<file path="src/verilog/ddr_io_defs.vh">
// Constants for the dual-edge I/O cell: register map, field positions and reset values.
`ifndef DDR_IO_DEFS_VH
`define DDR_IO_DEFS_VH

`define DDR_ADDR_W         12
`define DDR_ADDR_CTRL      12'h000
`define DDR_ADDR_DATA      12'h004
`define DDR_ADDR_STATUS    12'h008
`define DDR_ADDR_CMD       12'h00C

`define DDR_PAIRS          3
`define DDR_ELEMS          6

`define CTRL_PAIR_EN_LSB   0
`define CTRL_SET_RESET_BIT 3
`define CTRL_REVERSE_BIT   4
`define CTRL_POL_LSB       8
`define CTRL_INIT_LSB      16
`define CTRL_USED_W        22
`define CTRL_RESET         22'h00_0007

`define DATA_USED_W        4
`define DATA_RESET         4'h0

`define STAT_ELEM_LSB      0
`define STAT_LINK_BIT      6
`define STAT_PAD_BIT       7
`define STAT_USED_W        8

`define CMD_GSR_BIT        0

`endif
</file>
<file path="src/verilog/ddr_io_cell.v">
// Dual-edge output, output-enable and input register pairs of one I/O cell behind APB.
//
// Functional notes
// - Output pair registers joined by selecting multiplexer.
// - Output launches data on both link edges.
// - Pair registers update on opposite clock halves.
// - Enable pair forms dual-edge flop likewise.
// - Input registers clocked by true, inverted clock.
// - Input registers alternately capture successive bits.
// - One set/reset and reverse line for six.
// - Upper register polarity applies to whole pair.
// - Either initial zero forces pair to zero.
// - One clock-enable line per register pair.
`include "ddr_io_defs.vh"

// Register map, one aligned 32-bit word each.
//   Control, offset 0x000, read/write:
//     bits 2:0   clock enable of the output, enable and input pair, set after reset.
//     bit 3      set/reset line level; while high every pair is forced to its polarity.
//     bit 4      reverse line level; while high and bit 3 low every pair is forced to the opposite.
//     bits 13:8  polarity per element, upper at 8+2p and lower at 9+2p; only the upper
//                bit of a pair is used, one means set.
//     bits 21:16 initial value per element, same layout; a pair starts at one only
//                when both of its bits are one.
//   Data, offset 0x004, read/write:
//     bit 0      next bit launched on a rising link edge.
//     bit 1      next bit launched on a falling link edge.
//     bits 3:2   the same two bits for the pad enable.
//   Status, offset 0x008, read only, writes ignored:
//     bits 5:0   the six pair registers, output pair first.
//     bit 6      filtered link clock level.
//     bit 7      filtered pad input level.
//   Command, offset 0x00C, write only, reads return zero:
//     bit 0      writing one loads the programmed initial values into all pairs.
//   Any other address answers with an error, returns zero and changes nothing.
//
// Limitations:
//   The pads follow the link clock three to four system clocks late, so the cell
//   models the behaviour of the dual-edge pairs, not their pin timing.
//   The set/reset and reverse lines act synchronously to sys_clk; there is no
//   asynchronous variant of them.
//   Set/reset, reverse and global set/reset act on all six registers at once; the
//   per-pair clock enables do not gate them.
//   The polarity bit of a pair's lower register is stored and read back but has
//   no effect; its initial value bit is ANDed with the upper one.

module ddr_io_cell #(
   parameter ADDR_W = `DDR_ADDR_W
) (
   input  wire              sys_clk,
   input  wire              rst,
   input  wire              psel,
   input  wire              penable,
   input  wire              pwrite,
   input  wire [ADDR_W-1:0] paddr,
   input  wire [31:0]       pwdata,
   output reg  [31:0]       prdata,
   output reg               pready,
   output reg               pslverr,
   input  wire              linkClk,
   input  wire              padIn,
   output reg               padOut,
   output reg               padOe
);

   // Address match, shared by the read mux and the write decode.
   function hit;
      input [ADDR_W-1:0] addr;
      input [ADDR_W-1:0] target;
      begin
         hit = (addr == target);
      end
   endfunction

   // One step of a pair register, in falling order of priority: global set/reset,
   // set/reset line, reverse line, clocked load, hold. The lines act on every system
   // clock while high, so they still work when the link clock is stopped.
   function elemStep;
      input global_set_reset;
      input init;
      input sr;
      input reverse_line;
      input pol;
      input load;
      input d;
      input q;
      begin
         if (global_set_reset) begin
            elemStep = init;
         end else if (sr) begin
            elemStep = pol;
         end else if (reverse_line) begin
            elemStep = ~pol;
         end else if (load) begin
            elemStep = d;
         end else begin
            elemStep = q;
         end
      end
   endfunction

   reg  [`CTRL_USED_W-1:0] ctrl_r;
   reg  [`DATA_USED_W-1:0] data_r;
   reg  [`DDR_ELEMS-1:0]   elem_r;
   wire [`DDR_ELEMS-1:0]   elemNxt;
   reg                     gsr_r;

   reg                     linkS1_r;
   reg                     linkS2_r;
   reg                     linkS3_r;
   reg                     linkLevel_r;
   reg                     padS1_r;
   reg                     padS2_r;
   reg                     padS3_r;
   reg                     padLevel_r;

   wire                    linkLevelNxt;
   wire                    padLevelNxt;
   wire                    linkRise;
   wire                    linkFall;
   wire                    setResetLine;
   wire                    reverseLine;
   wire [`DDR_ELEMS-1:0]   pairD;

   wire                    setupPhase;
   wire                    accessDone;
   wire                    mapped;
   reg  [31:0]             readMux;

   // Pins come from another domain: three stages, a change counts once stages two
   // and three agree. Only stage two reads stage one.
   // The stages reset to zero, the idle level of both pins, so no false edge is
   // seen after reset.
   // Latency: a link edge is accepted on the third system clock after it; the pair
   // registers and the pads move on the fourth. Link half periods shorter than
   // two system clocks can be lost, so the link must run at least four times slower.
   always @(posedge sys_clk or posedge rst) begin
      if (rst) begin
         linkS1_r    <= 1'b0;
         linkS2_r    <= 1'b0;
         linkS3_r    <= 1'b0;
         linkLevel_r <= 1'b0;
         padS1_r     <= 1'b0;
         padS2_r     <= 1'b0;
         padS3_r     <= 1'b0;
         padLevel_r  <= 1'b0;
      end else begin
         linkS1_r    <= linkClk;
         linkS2_r    <= linkS1_r;
         linkS3_r    <= linkS2_r;
         linkLevel_r <= linkLevelNxt;
         padS1_r     <= padIn;
         padS2_r     <= padS1_r;
         padS3_r     <= padS2_r;
         padLevel_r  <= padLevelNxt;
      end
   end

   assign linkLevelNxt = (linkS2_r == linkS3_r) ? linkS3_r : linkLevel_r;
   assign padLevelNxt  = (padS2_r == padS3_r) ? padS3_r : padLevel_r;

   // true and inverted
   // The true clock is the filtered link level, the inverted clock its complement,
   // so the upper register moves on a rise and the lower one on a fall.
   assign linkRise = linkLevelNxt & ~linkLevel_r;
   assign linkFall = ~linkLevelNxt & linkLevel_r;

   assign setResetLine = ctrl_r[`CTRL_SET_RESET_BIT];
   assign reverseLine  = ctrl_r[`CTRL_REVERSE_BIT];

   // Pair 0 drives the pad, pair 1 the pad enable, pair 2 samples the pad.
   // The pad sample goes through the same filter depth as the link clock, so the
   // bit captured on an edge is the one that stood before that edge.
   // alternate input capture
   assign pairD = {padLevelNxt, padLevelNxt, data_r};

   genvar p;
   generate
      for (p = 0; p < `DDR_PAIRS; p = p + 1) begin : gPair
         wire pairEn;
         wire pairPol;
         wire pairInit;

         assign pairEn = ctrl_r[`CTRL_PAIR_EN_LSB + p];

         assign pairPol = ctrl_r[`CTRL_POL_LSB + 2*p];

         assign pairInit = ctrl_r[`CTRL_INIT_LSB + 2*p] & ctrl_r[`CTRL_INIT_LSB + 2*p + 1];

         assign elemNxt[2*p] = elemStep(gsr_r, pairInit, setResetLine, reverseLine, pairPol,
                                        pairEn & linkRise, pairD[2*p], elem_r[2*p]);

         assign elemNxt[2*p+1] = elemStep(gsr_r, pairInit, setResetLine, reverseLine,
                                          pairPol, pairEn & linkFall, pairD[2*p+1],
                                          elem_r[2*p+1]);
      end
   endgenerate

   // Hard reset can only load a constant, so a global set/reset is queued for the
   // first edge after release and applies the programmed initial values then.
   always @(posedge sys_clk or posedge rst) begin
      if (rst) begin
         elem_r <= {`DDR_ELEMS{1'b0}};
         gsr_r  <= 1'b1;
      end else begin
         elem_r <= elemNxt;
         gsr_r  <= accessDone & pwrite & hit(paddr, `DDR_ADDR_CMD) & pwdata[`CMD_GSR_BIT];
      end
   end

   // glitch free select
   // The mux looks at next register values so the pad never shows a stale bit for
   // a cycle after an edge. Pad timing trails the link edge by the filter depth.
   always @(posedge sys_clk or posedge rst) begin
      if (rst) begin
         padOut <= 1'b0;
         padOe  <= 1'b0;
      end else begin
         padOut <= linkLevelNxt ? elemNxt[0] : elemNxt[1];
         padOe  <= linkLevelNxt ? elemNxt[2] : elemNxt[3];
      end
   end

   // APB slave: one wait-free access phase, pready answers in the first access cycle.
   // The setup edge latches read data and the error flag, pready stands for exactly
   // the access cycle and a write lands at its closing edge. Read data and error
   // return to zero after that edge, so a late sampler sees zero, never stale data.
   assign setupPhase = psel & ~penable;
   assign accessDone = psel & penable & pready;
   assign mapped     = hit(paddr, `DDR_ADDR_CTRL) | hit(paddr, `DDR_ADDR_DATA) |
                       hit(paddr, `DDR_ADDR_STATUS) | hit(paddr, `DDR_ADDR_CMD);

   // Reads decode the address combinationally; the setup edge registers the result,
   // which keeps prdata a flip-flop output.
   always @* begin
      readMux = 32'h0000_0000;
      if (hit(paddr, `DDR_ADDR_CTRL)) begin
         readMux[`CTRL_USED_W-1:0] = ctrl_r;
      end else if (hit(paddr, `DDR_ADDR_DATA)) begin
         readMux[`DATA_USED_W-1:0] = data_r;
      end else if (hit(paddr, `DDR_ADDR_STATUS)) begin
         readMux[`STAT_ELEM_LSB + `DDR_ELEMS - 1:`STAT_ELEM_LSB] = elem_r;
         readMux[`STAT_LINK_BIT] = linkLevel_r;
         readMux[`STAT_PAD_BIT]  = padLevel_r;
      end
   end

   always @(posedge sys_clk or posedge rst) begin
      if (rst) begin
         pready  <= 1'b0;
         pslverr <= 1'b0;
         prdata  <= 32'h0000_0000;
      end else begin
         pready <= setupPhase;
         if (setupPhase) begin
            pslverr <= ~mapped;
            prdata  <= pwrite ? 32'h0000_0000 : readMux;
         end else if (accessDone) begin
            pslverr <= 1'b0;
            prdata  <= 32'h0000_0000;
         end
      end
   end

   // Writes take effect only at the completing edge; unmapped and status writes
   // change nothing.
   always @(posedge sys_clk or posedge rst) begin
      if (rst) begin
         ctrl_r <= `CTRL_RESET;
         data_r <= `DATA_RESET;
      end else if (accessDone & pwrite) begin
         if (hit(paddr, `DDR_ADDR_CTRL)) begin
            ctrl_r <= pwdata[`CTRL_USED_W-1:0];
         end
         if (hit(paddr, `DDR_ADDR_DATA)) begin
            data_r <= pwdata[`DATA_USED_W-1:0];
         end
      end
   end

endmodule

</file>
<file path="config.mk">
export PLATFORM = sky130hd
export DESIGN_NAME = ddr_io_cell
export DESIGN_NICKNAME = d
export VERILOG_FILES = /design/src/verilog/ddr_io_cell.v
export VERILOG_INCLUDE_DIRS = /design/src /design/src/verilog
export SDC_FILE = /design/constraint.sdc
export NUM_CORES = 1
export LEC_CHECK = 0
export ABC_AREA = 1
export BUFFER_PORTS_ARGS = -buffer_cell sky130_fd_sc_hd__buf_2
export CAP_MARGIN = 10
export CORE_MARGIN = 3
export CORE_UTILIZATION = 35
export CTS_CLUSTER_SIZE = 24
export DETAILED_ROUTE_END_ITERATION = 10
export GPL_TIMING_DRIVEN = 0
export PLACE_DENSITY_LB_ADDON = 0.12
export SLEW_MARGIN = 20
export SYNTH_ARGS = -nofsm -noshare
export SYNTH_HDL_FRONTEND = slang
export SYNTH_SLANG_ARGS = --single-unit
</file>
<file path="constraint.sdc">
create_clock -name sys_clk -period 3.76 [get_ports sys_clk]
set_clock_uncertainty 0.15 [all_clocks]
set_input_delay 0.188 -clock sys_clk [delete_from_list [all_inputs] [get_ports sys_clk]]
set_output_delay 0.188 -clock sys_clk [all_outputs]
set_load 0.03 [all_outputs]
</file>
* Word-level counts from Yosys, hierarchy flattened *
Cells that the tools add are included.

operators by class
  eq/ne operators = 5
  mux-type cells = 38
  bitwise gates (word level) = 27
  reduce and logical (&&, ||, !) cells = 6

operators with widths
  kind                   count
  $mux W32               2
  $mux W1                30
  $eq A12 B4 Y1 const B  2
  $mux W22               1
  $and A1 B1 Y1          17
  $mux W8                2
  $mux W14               1
  $eq A12 B3 Y1 const B  1
  $logic_not A12 Y1      1
  $mux W4                2
  $reduce_bool A4 Y1     2
  $not A1 Y1             7
  $reduce_and A2 Y1      2
  $or A1 B1 Y1           3
  $eq A1 B1 Y1           2
  $reduce_bool A2 Y1     1

word-level totals
  register bits after elaboration = 77
  input bits = 51
  word-level logic and storage cells = 95

* Depth between registers and ports, before layout *
Gate-level depths: netlist of the first run.

  depth after elaboration = 10
  mapped depth = 11
  gate-level depth less buffers = 11

* Worst setup path before layout of the first run *
OpenSTA, ideal clock, no wires.

  path kind = reg2reg
  start point = register pready
  end point = register data_r[0]
  arrival time = 1.295 ns
  required time = 3.483 ns
  path slack = 2.188 ns
  stages on the path, launching flop included = 7
  period minus slack after synthesis = 1.572 ns
  cells stage by stage = dfrtp_1 -> nand2_1 -> nor2_1 -> buf_2 -> nand2_1 -> nand2_1 -> o21ai_0

on the way
  longest elaborated chain between the ends = 3

RTL lines
  what                         line               text
  from (decl)                  ddr_io_cell.v:58   output reg pready,
  from (signal assigned)       ddr_io_cell.v:254  pready <= setupPhase;
  $and A1 B1 Y1                ddr_io_cell.v:229  assign accessDone = psel & penable & pready;
  $and A1 B1 Y1                ddr_io_cell.v:271  end else if (accessDone & pwrite) begin
  $reduce_and A2 Y1 (no line)  n/a
  to (signal assigned)         ddr_io_cell.v:270  data_r <= `DATA_RESET;
  to (signal assigned)         ddr_io_cell.v:276  data_r <= pwdata[`DATA_USED_W-1:0];
  to (decl)                    ddr_io_cell.v:103  reg [`DATA_USED_W-1:0] data_r;

Every way passes these cells.
A chain may end at the register's enable or synchronous reset.

* Worst setup path in the final report of the first run *
  start point = input port psel
  end point = register gsr_r

on the way
  longest elaborated chain between the ends = 5

RTL lines
  what                        line               text
  from (decl)                 ddr_io_cell.v:52   input wire psel,
  $and A1 B1 Y1 (2 in a row)  ddr_io_cell.v:229
  $and A1 B1 Y1 (3 in a row)  ddr_io_cell.v:207  gsr_r <= accessDone & pwrite & hit(paddr, `DDR_ADDR_CMD) & pwdata[`CMD_GSR_BIT];
  to (signal assigned)        ddr_io_cell.v:207
  to (decl)                   ddr_io_cell.v:106  reg gsr_r;

Every way passes these cells.

==> results.py, run 1 <==
metrics = {
    "status": {
        "status": "finished clean",
    },
    "worst_setup_path": {
        "worst_ep_required_time_ns": 3.89,
        "crit_chain": "dlygate4sd3_1 -> buf_2 -> nand2_1 -> nor2_1 -> buf_2 -> nand4_1 -> dlygate4sd3_1 -> nor2_1 -> dlygate4sd3_1",
        "cp-end-kind": "register",
        "slowest_delay_ns": 0.56,
        "worst_setup_path_start_kind": "primary input",
        "cp_slowest_cell": "dlygate4sd3_1",
        "criticalPathCategory": "in -> reg",
        "cp_common_cell": "dlygate4sd3_1",
        "worstPathArrival_ns": 2.73,
        "critPathMaxFanout": 10,
        "reg2reg_depth": 7,
    },
    "floorplan": {
        "top_level_ports": 87,
        "core_area_sq_um": 8380,
        "rows": 33,
        "start_util_pct": 36.7,
        "die_y_um": 99.7,
        "die_x_um": 99.7,
        "die-area_sq_um": 9950,
    },
    "clocking": {
        "post_cts_buffers": 0,
        "clk_pin_slew_ns": 0.08,
        "cts_max_level": 3,
        "cts_resized": 0,
        "cts_root_buf": "clkbuf_8",
        "clk_path_buf_depth": 2,
        "worstSkewPairLatency_ns": 0.34,
        "cts_num_sinks": 67,
        "cts_tree": "built",
        "cts_buffers": 9,
        "cts_hold_buf": 28,
    },
    "power_and_ir_drop": {
        "power_density_nw_per_um2": 344,
        "power.leakage_uw": 0.00215,
        "ir_drop_uv": 219,
    },
    "global_routing": {
        "grt_use_total_pct": 16.7,
        "antenna_found_initial": 0,
        "grt_max_degree": 52,
        "grt-ovfl-total": 0,
        "grt_pass1_vias": 2633,
        "grt_pass1_wl_mm": 12.9,
    },
    "synthesis": {
        "synthXorXnorAreaFrac_pct": 0,
        "synth_flop_cell": "dfrtp_1",
        "synth_seq_cells": 67,
        "synth-adder-area-share_pct": 0,
        "async_reset_ff_share_pct": 100,
        "ys_warn_count": 0,
        "yosys.area_share.simple_pct": 24.8,
        "synth_area_sq_um": 3080,
        "synth_top_family_by_area": "simple AND/OR/NAND/NOR gates",
        "syn_avg_cell_area_sq_um": 8.66,
        "synth_compound_area_share_pct": 11.4,
        "syn_inst": 355,
        "seq_area_frac_synth_pct": 54.7,
        "ys_types": 27,
        "synth_edf_count": 0,
        "synth_mux_area_share_pct": 0,
    },
    "flow_run": {
        "max-cap-violations": 0,
    },
    "hold_path": {
        "min_path_cells": 4,
        "hp-class": "in -> reg",
    },
    "finish": {
        "diodes": 0,
        "post-route-util_pct": 48.4,
        "nets": 521,
        "seq_area_sq_um": 1680,
        "fillerInstances": 861,
        "drive_above_1_share_pct": 27.2,
        "multi_input_area_sq_um": 1150,
        "areaGrowthSynthToFinish_pct": 31.9,
    },
    "routing": {
        "drc_errors": 0,
        "wl_per_cell_um": 13.3,
        "drt_wl_total_mm": 7.73,
        "dr.pass1.iters": 4,
        "drtIter0Drc": 113,
        "vias_per_cell": 4.57,
        "ant_nets": 0,
        "num_vias": 2650,
    },
    "sta": {
        "finalMaxSlewViolations": 0,
        "hold_viol": 0,
        "period_minus_slack_ns": 2.60,
        "max-slew-margin-rel_pct": 61.0,
        "finalSetupViolations": 0,
        "worst_pin_slew_ns": 0.585,
        "clock.fmax_mhz": 384,
        "fin_ws_ns": 1.16,
        "rsz0062_at_grt": "no",
        "period_share_pct": 69.2,
        "fin_setup_tns_ns": 0,
    },
    "placed_design": {
        "port_buffers": 66,
        "hpwlAfterDp_mm": 5.52,
        "dpl_worst_slack_ns": 1.99,
        "place_congestion": 0.787,
    },
}
[report_power, final]
part,internal [uW],switching [uW]
Sequential,728,6.07
Clock,273,265
Combinational,51.1,70.0
Total,1050,341
[worst paths after layout]
| path | start | endpoint | slack, ns |
|---|---|---|---|
| max | psel | gsr_r | 1.16 |
| min | pwrite | prdata[19] | 0.05 |
| max reg2reg | pready | gsr_r | 1.29 |
| min reg2reg | padS1_r | padS2_r | 0.20 |
| max in group asynchronous | rst | ctrl_r[1] | 2.69 |
| min in group asynchronous | rst | prdata[15] | 0.18 |
[cell usage in the layout (no fill, tap or decap), types with 4 or more instances in the layout]
cell type	netlist	final
nand2_1	115	115
o21ai_2	4	4
clkbuf_1	3	5
buf_4	10	10
nand4_1	6	6
dlygate4sd3_1	0	28
buf_2	3	69
nor2_1	18	18
conb_1	1	10
nand3_1	22	22
o22ai_1	4	4
o31ai_1	6	6
dfstp_2	4	4
a21oi_2	10	10
dfrtp_1	63	63
clkbuf_8	0	11
inv_1	36	35
o21ai_0	25	25
nor2_2	8	8
[routing by layer]
layer  vias up  routed length (um)  GRT usage (%)
met5         -                   0              0
li1       1349                   -              -
met1      1233                3810           22.8
met2        62                3470           26.0
met3         6                 376           5.26
met4         0                  69           4.20
[synthesized netlist by cell type (2+ instances only)]
| master | instances | area [sq um] |
|---|---|---|
| nand2_1 | 115 | 432 |
| dfrtp_1 | 63 | 1580 |
| inv_1 | 36 | 135 |
| o21ai_0 | 25 | 125 |
| nand3_1 | 22 | 110 |
| nor2_1 | 18 | 67.6 |
| a21oi_2 | 10 | 87.6 |
| buf_4 | 10 | 75.1 |
| nor2_2 | 8 | 50.1 |
| nand4_1 | 6 | 37.5 |
| o31ai_1 | 6 | 45.0 |
| dfstp_2 | 4 | 105 |
| o21ai_2 | 4 | 35.0 |
| o22ai_1 | 4 | 25.0 |
| buf_2 | 3 | 15.0 |
| buf_6 | 3 | 33.8 |
| clkbuf_1 | 3 | 11.3 |
| nor3_1 | 3 | 15.0 |
| o21ai_1 | 3 | 15.0 |
| a21oi_1 | 2 | 10.0 |
[metrics by stage]
stage | cell area [sq um] | cells | total power, uW | hold WS [ns]
floorplan | 3110 | 364 | 806 | 0.0694
finish | 4060 | 580 | 1390 | 0.0520
CTS | 4060 | 580 | 1410 | 0.0304
global route | 4060 | 580 | 1450 | 0.0813
global placement | 3570 | 535 | 845 | 0.148
detailed placement | 3600 | 536 | 850 | -0.00816
[state kept, by name, summed over array words and instances (netlist names), 4 cells and up]
register,cells
data_r,4
prdata,22
elem_r,6
ctrl_r,22
[critical path: cells and delay by family]
family	cells	cell delay, ns
buffers and inverters	5	2.02
and+or+nand+nor	4	0.50
[area by class of cell]
| class | instances | share of cell area [%] |
|---|---|---|
| flip-flops and latches | 67 | 41.5 |
| multi-input cells | 241 | 28.4 |
| repair buffers | 95 | 15.7 |
| clock buffers | 13 | 3.92 |
| inverters | 37 | 3.55 |
| plain buffers | 19 | 3.33 |
| well taps | 105 | 3.24 |
| clock inverters | 3 | 0.370 |
[cells by family after synthesis]
| group | Yosys count |
|---|---|
| DFF | 67 |
| and+or+nand+nor | 176 |
| buffers and inverters | 56 |
| other | 1 |
| AOI/OAI and AO/OA | 55 |
(Power assumes the default switching activity.)
==> run 2: changes to the inputs <==
--- a/config.mk
+++ b/config.mk
@@ -6,7 +6,7 @@
 export SDC_FILE = /design/constraint.sdc
 export NUM_CORES = 1
 export LEC_CHECK = 0
-export ABC_AREA = 1
+export ABC_AREA = 0
 export BUFFER_PORTS_ARGS = -buffer_cell sky130_fd_sc_hd__buf_2
 export CAP_MARGIN = 10
 export CORE_MARGIN = 3
==> constraint.sdc (replaced) <==
create_clock -name sys_clk -period 2.7 [get_ports sys_clk]
set_clock_uncertainty 0.15 [all_clocks]
set_input_delay 0.135 -clock sys_clk [delete_from_list [all_inputs] [get_ports sys_clk]]
set_output_delay 0.135 -clock sys_clk [all_outputs]
set_load 0.03 [all_outputs]
==> run 2 against run 1 <==
Critical path depth down 2. Largest power group unchanged. Clock-buffer cell count down 1. Highest routed layer unchanged. Die area down 0.73%. Largest cell class unchanged. Worst hold slack worse by 0.045 ns.
==> results.py, run 2 <==
metrics = {
    "clocking": {
        "cts_num_sinks": 67,
        "clk_path_buf_depth": 2,
        "cts_tree": "built",
        "worstSkewPairLatency_ns": 0.33,
        "cts_resized": 0,
        "cts_buffers": 9,
        "post_cts_buffers": 0,
        "cts_max_level": 3,
        "clk_pin_slew_ns": 0.06,
        "cts_root_buf": "clkbuf_8",
    },
    "power_and_ir_drop": {
        "p_sw_uw": 461,
        "swShare_pct": 24.1,
        "power_frac_comb_pct": 9.9,
        "seq_power_share_pct": 53.7,
        "ir_drop_uv": 294,
        "power.leakage_uw": 0.00207,
        "p_int_uw": 1450,
        "finalPower_uw": 1920,
        "power.share.clock_pct": 36.3,
        "power_density_nw_per_um2": 476,
    },
    "routing": {
        "vias_per_cell": 4.76,
        "drt_wl_total_mm": 6.88,
        "num_vias": 2195,
        "drc_errors": 0,
        "wl_per_cell_um": 14.9,
        "ant_nets": 0,
        "drtIter0Drc": 75,
        "dr.pass1.iters": 4,
    },
    "placed_design": {
        "hpwlAfterDp_mm": 4.95,
        "dpl_worst_slack_ns": 0.741,
        "dpl_cell_area_sq_um": 3560,
        "placed_cells": 416,
        "port_buffers": 65,
        "place_congestion": 0.784,
    },
    "sta": {
        "period_share_pct": 90.2,
        "rsz0062_at_grt": "no",
        "fin_setup_tns_ns": 0,
        "finalSetupViolations": 0,
        "worst_pin_slew_ns": 0.567,
        "hold_viol": 0,
        "max-slew-margin-rel_pct": 62.2,
        "finalMaxSlewViolations": 0,
        "fin_ws_ns": 0.265,
        "clock.fmax_mhz": 411,
        "period_minus_slack_ns": 2.44,
    },
    "synthesis": {
        "synth_commonest_cells": "63 x dfrtp_1, 20 x mux2_4, 19 x a22o_1, 12 x mux2_2",
        "syn_inst": 236,
        "synth_seq_cells": 67,
        "syn_avg_cell_area_sq_um": 12.9,
        "synth_top_family_by_area": "multiplexers",
        "synth_mux_area_share_pct": 14.3,
        "seq_area_frac_synth_pct": 55.1,
        "synth.most_common_cell": "dfrtp_1",
        "synth-adder-area-share_pct": 0.656,
        "ys_warn_count": 0,
        "synth.top_cell.area_share_pct": 51.7,
        "synth_top_cell_by_area": "dfrtp_1",
        "synth_flop_cell": "dfrtp_1",
        "synth_area_sq_um": 3050,
        "async_reset_ff_share_pct": 100,
        "synth_edf_count": 0,
        "ys_types": 42,
        "synth_area_leaders": "dfrtp_1 52%, mux2_4 9.8%, a22o_1 5.5%",
        "synth_compound_area_share_pct": 10.7,
        "synthXorXnorAreaFrac_pct": 0,
        "yosys.area_share.simple_pct": 12.5,
    },
    "global_routing": {
        "grt-ovfl-total": 0,
        "grt_pass1_wl_mm": 11.6,
        "grt_pass1_vias": 2323,
        "grt_max_degree": 35,
        "antenna_found_initial": 0,
        "grt_use_total_pct": 15.0,
    },
    "finish": {
        "top_regs": "ctrl_r (22), prdata (22), elem_r (6)",
        "final_common_cell": "buf_2",
        "fillerInstances": 766,
        "layout_common_cells": "66 x buf_2, 63 x dfrtp_1, 30 x dlygate4sd3_1",
        "diodes": 0,
        "stdcell_area_sq_um": 4030,
        "areaGrowthSynthToFinish_pct": 31.9,
        "nets": 403,
        "drive_above_1_share_pct": 38.8,
        "fin_cells": 461,
    },
    "worst_setup_path": {
        "worstPathArrival_ns": 2.50,
        "cp_common_cell": "dlygate4sd3_1",
        "reg2reg_slack_ns": 0.73,
        "criticalPathCategory": "in -> reg",
        "worst_setup_path_start_kind": "primary input",
        "cp_slowest_cell": "dlygate4sd3_1",
        "crit_chain": "dlygate4sd3_1 -> buf_2 -> nor4_2 -> dlygate4sd3_1 -> nand4_1 -> nor3b_2 -> mux2_2",
        "reg2reg_depth": 4,
        "slowest_delay_ns": 0.59,
        "critPathMaxFanout": 4,
        "r2r-end": "elem_r[5]",
        "worst_ep_required_time_ns": 2.76,
        "r2r-start": "ctrl_r[3]",
        "cp-end-kind": "register",
    },
    "floorplan": {
        "die_x_um": 99.4,
        "rows": 33,
        "start_util_pct": 36.6,
        "top_level_ports": 87,
        "die_y_um": 99.4,
        "core_area_sq_um": 8340,
        "die-area_sq_um": 9880,
    },
    "hold_path": {
        "worstHoldStart": "paddr[8]",
        "min_to": "gsr_r",
        "hp-class": "in -> reg",
        "min_path_cells": 4,
    },
    "flow_run": {
        "max-cap-violations": 0,
    },
    "status": {
        "status": "finished clean",
    },
}
[run 2: final cells by class]
class	count	area, sq um	area share, %
Sequential cell	67	1680	41.8
Multi-Input combinational cell	149	1200	29.9
Timing Repair Buffer	96	646	16.0
Buffer	22	174	4.32
Clock buffer	12	145	3.61
Tap cell	105	131	3.26
Inverter	7	28.8	0.715
Clock inverter	3	15.0	0.373
[run 2: logic make-up (layout without fill, tap and decap cells)]
family	count (synthesis)	count (layout)
buffers and inverters	29	140
adders and majority gates	2	2
other	1	10
muxes	32	32
DFF	67	67
AOI/OAI and AO/OA	41	41
and+or+nand+nor	64	64
[run 2: worst max-delay path by stage]
stage / from / to / slack (ns) / depth (start not counted)
floorplan: rst / ctrl_r[10] / 0.74 / 1
global placement: rst / data_r[2] / -0.12 / 2
detailed placement: paddr[1] / ctrl_r[7] / 0.74 / 7
CTS: paddr[4] / data_r[3] / 0.26 / 7
global route: paddr[4] / data_r[3] / 0.15 / 7
finish: paddr[4] / data_r[3] / 0.26 / 7
[run 2: worst max-delay path: cells and delay by family]
family                 cells  cell delay, ns
buffers and inverters      3            1.24
and+or+nand+nor            3            0.73
muxes                      1            0.38
[run 2: repair_timing]
| action | 4_1_cts | 5_1_grt |
|---|---|---|
| hold endpoints to repair | 63 | 0 |
| endpoints found under the setup margin | 0 | 0 |
| hold buffers | 30 | 0 |
[run 2: per-stage QoR]
step                      util, %  hold WS [ns]
after detailed placement     42.7        0.0315
after global placement       42.5        0.0965
after floorplan                 -        0.0164
final                        48.3       0.00744
after global routing         48.3        0.0114
after CTS                    48.3      0.000151
[run 2: power groups by stage]
stage               logic [uW]  registers [uW]  clock network (uW)
floorplan                 86.7            1060                   0
global placement           154            1050                   0
detailed placement         159            1050                   0
CTS                        192            1030                 729
global route               210            1030                 777
finish                     190            1030                 696
[run 2: layer usage]
layer | track usage [%] | share of wire [%] | wire length (um)
met5 | 0 | 0 | 0
met4 | 3.68 | 1.0 | 71
met3 | 4.91 | 5.1 | 354
met2 | 22.6 | 44 | 3050
met1 | 20.8 | 49 | 3400
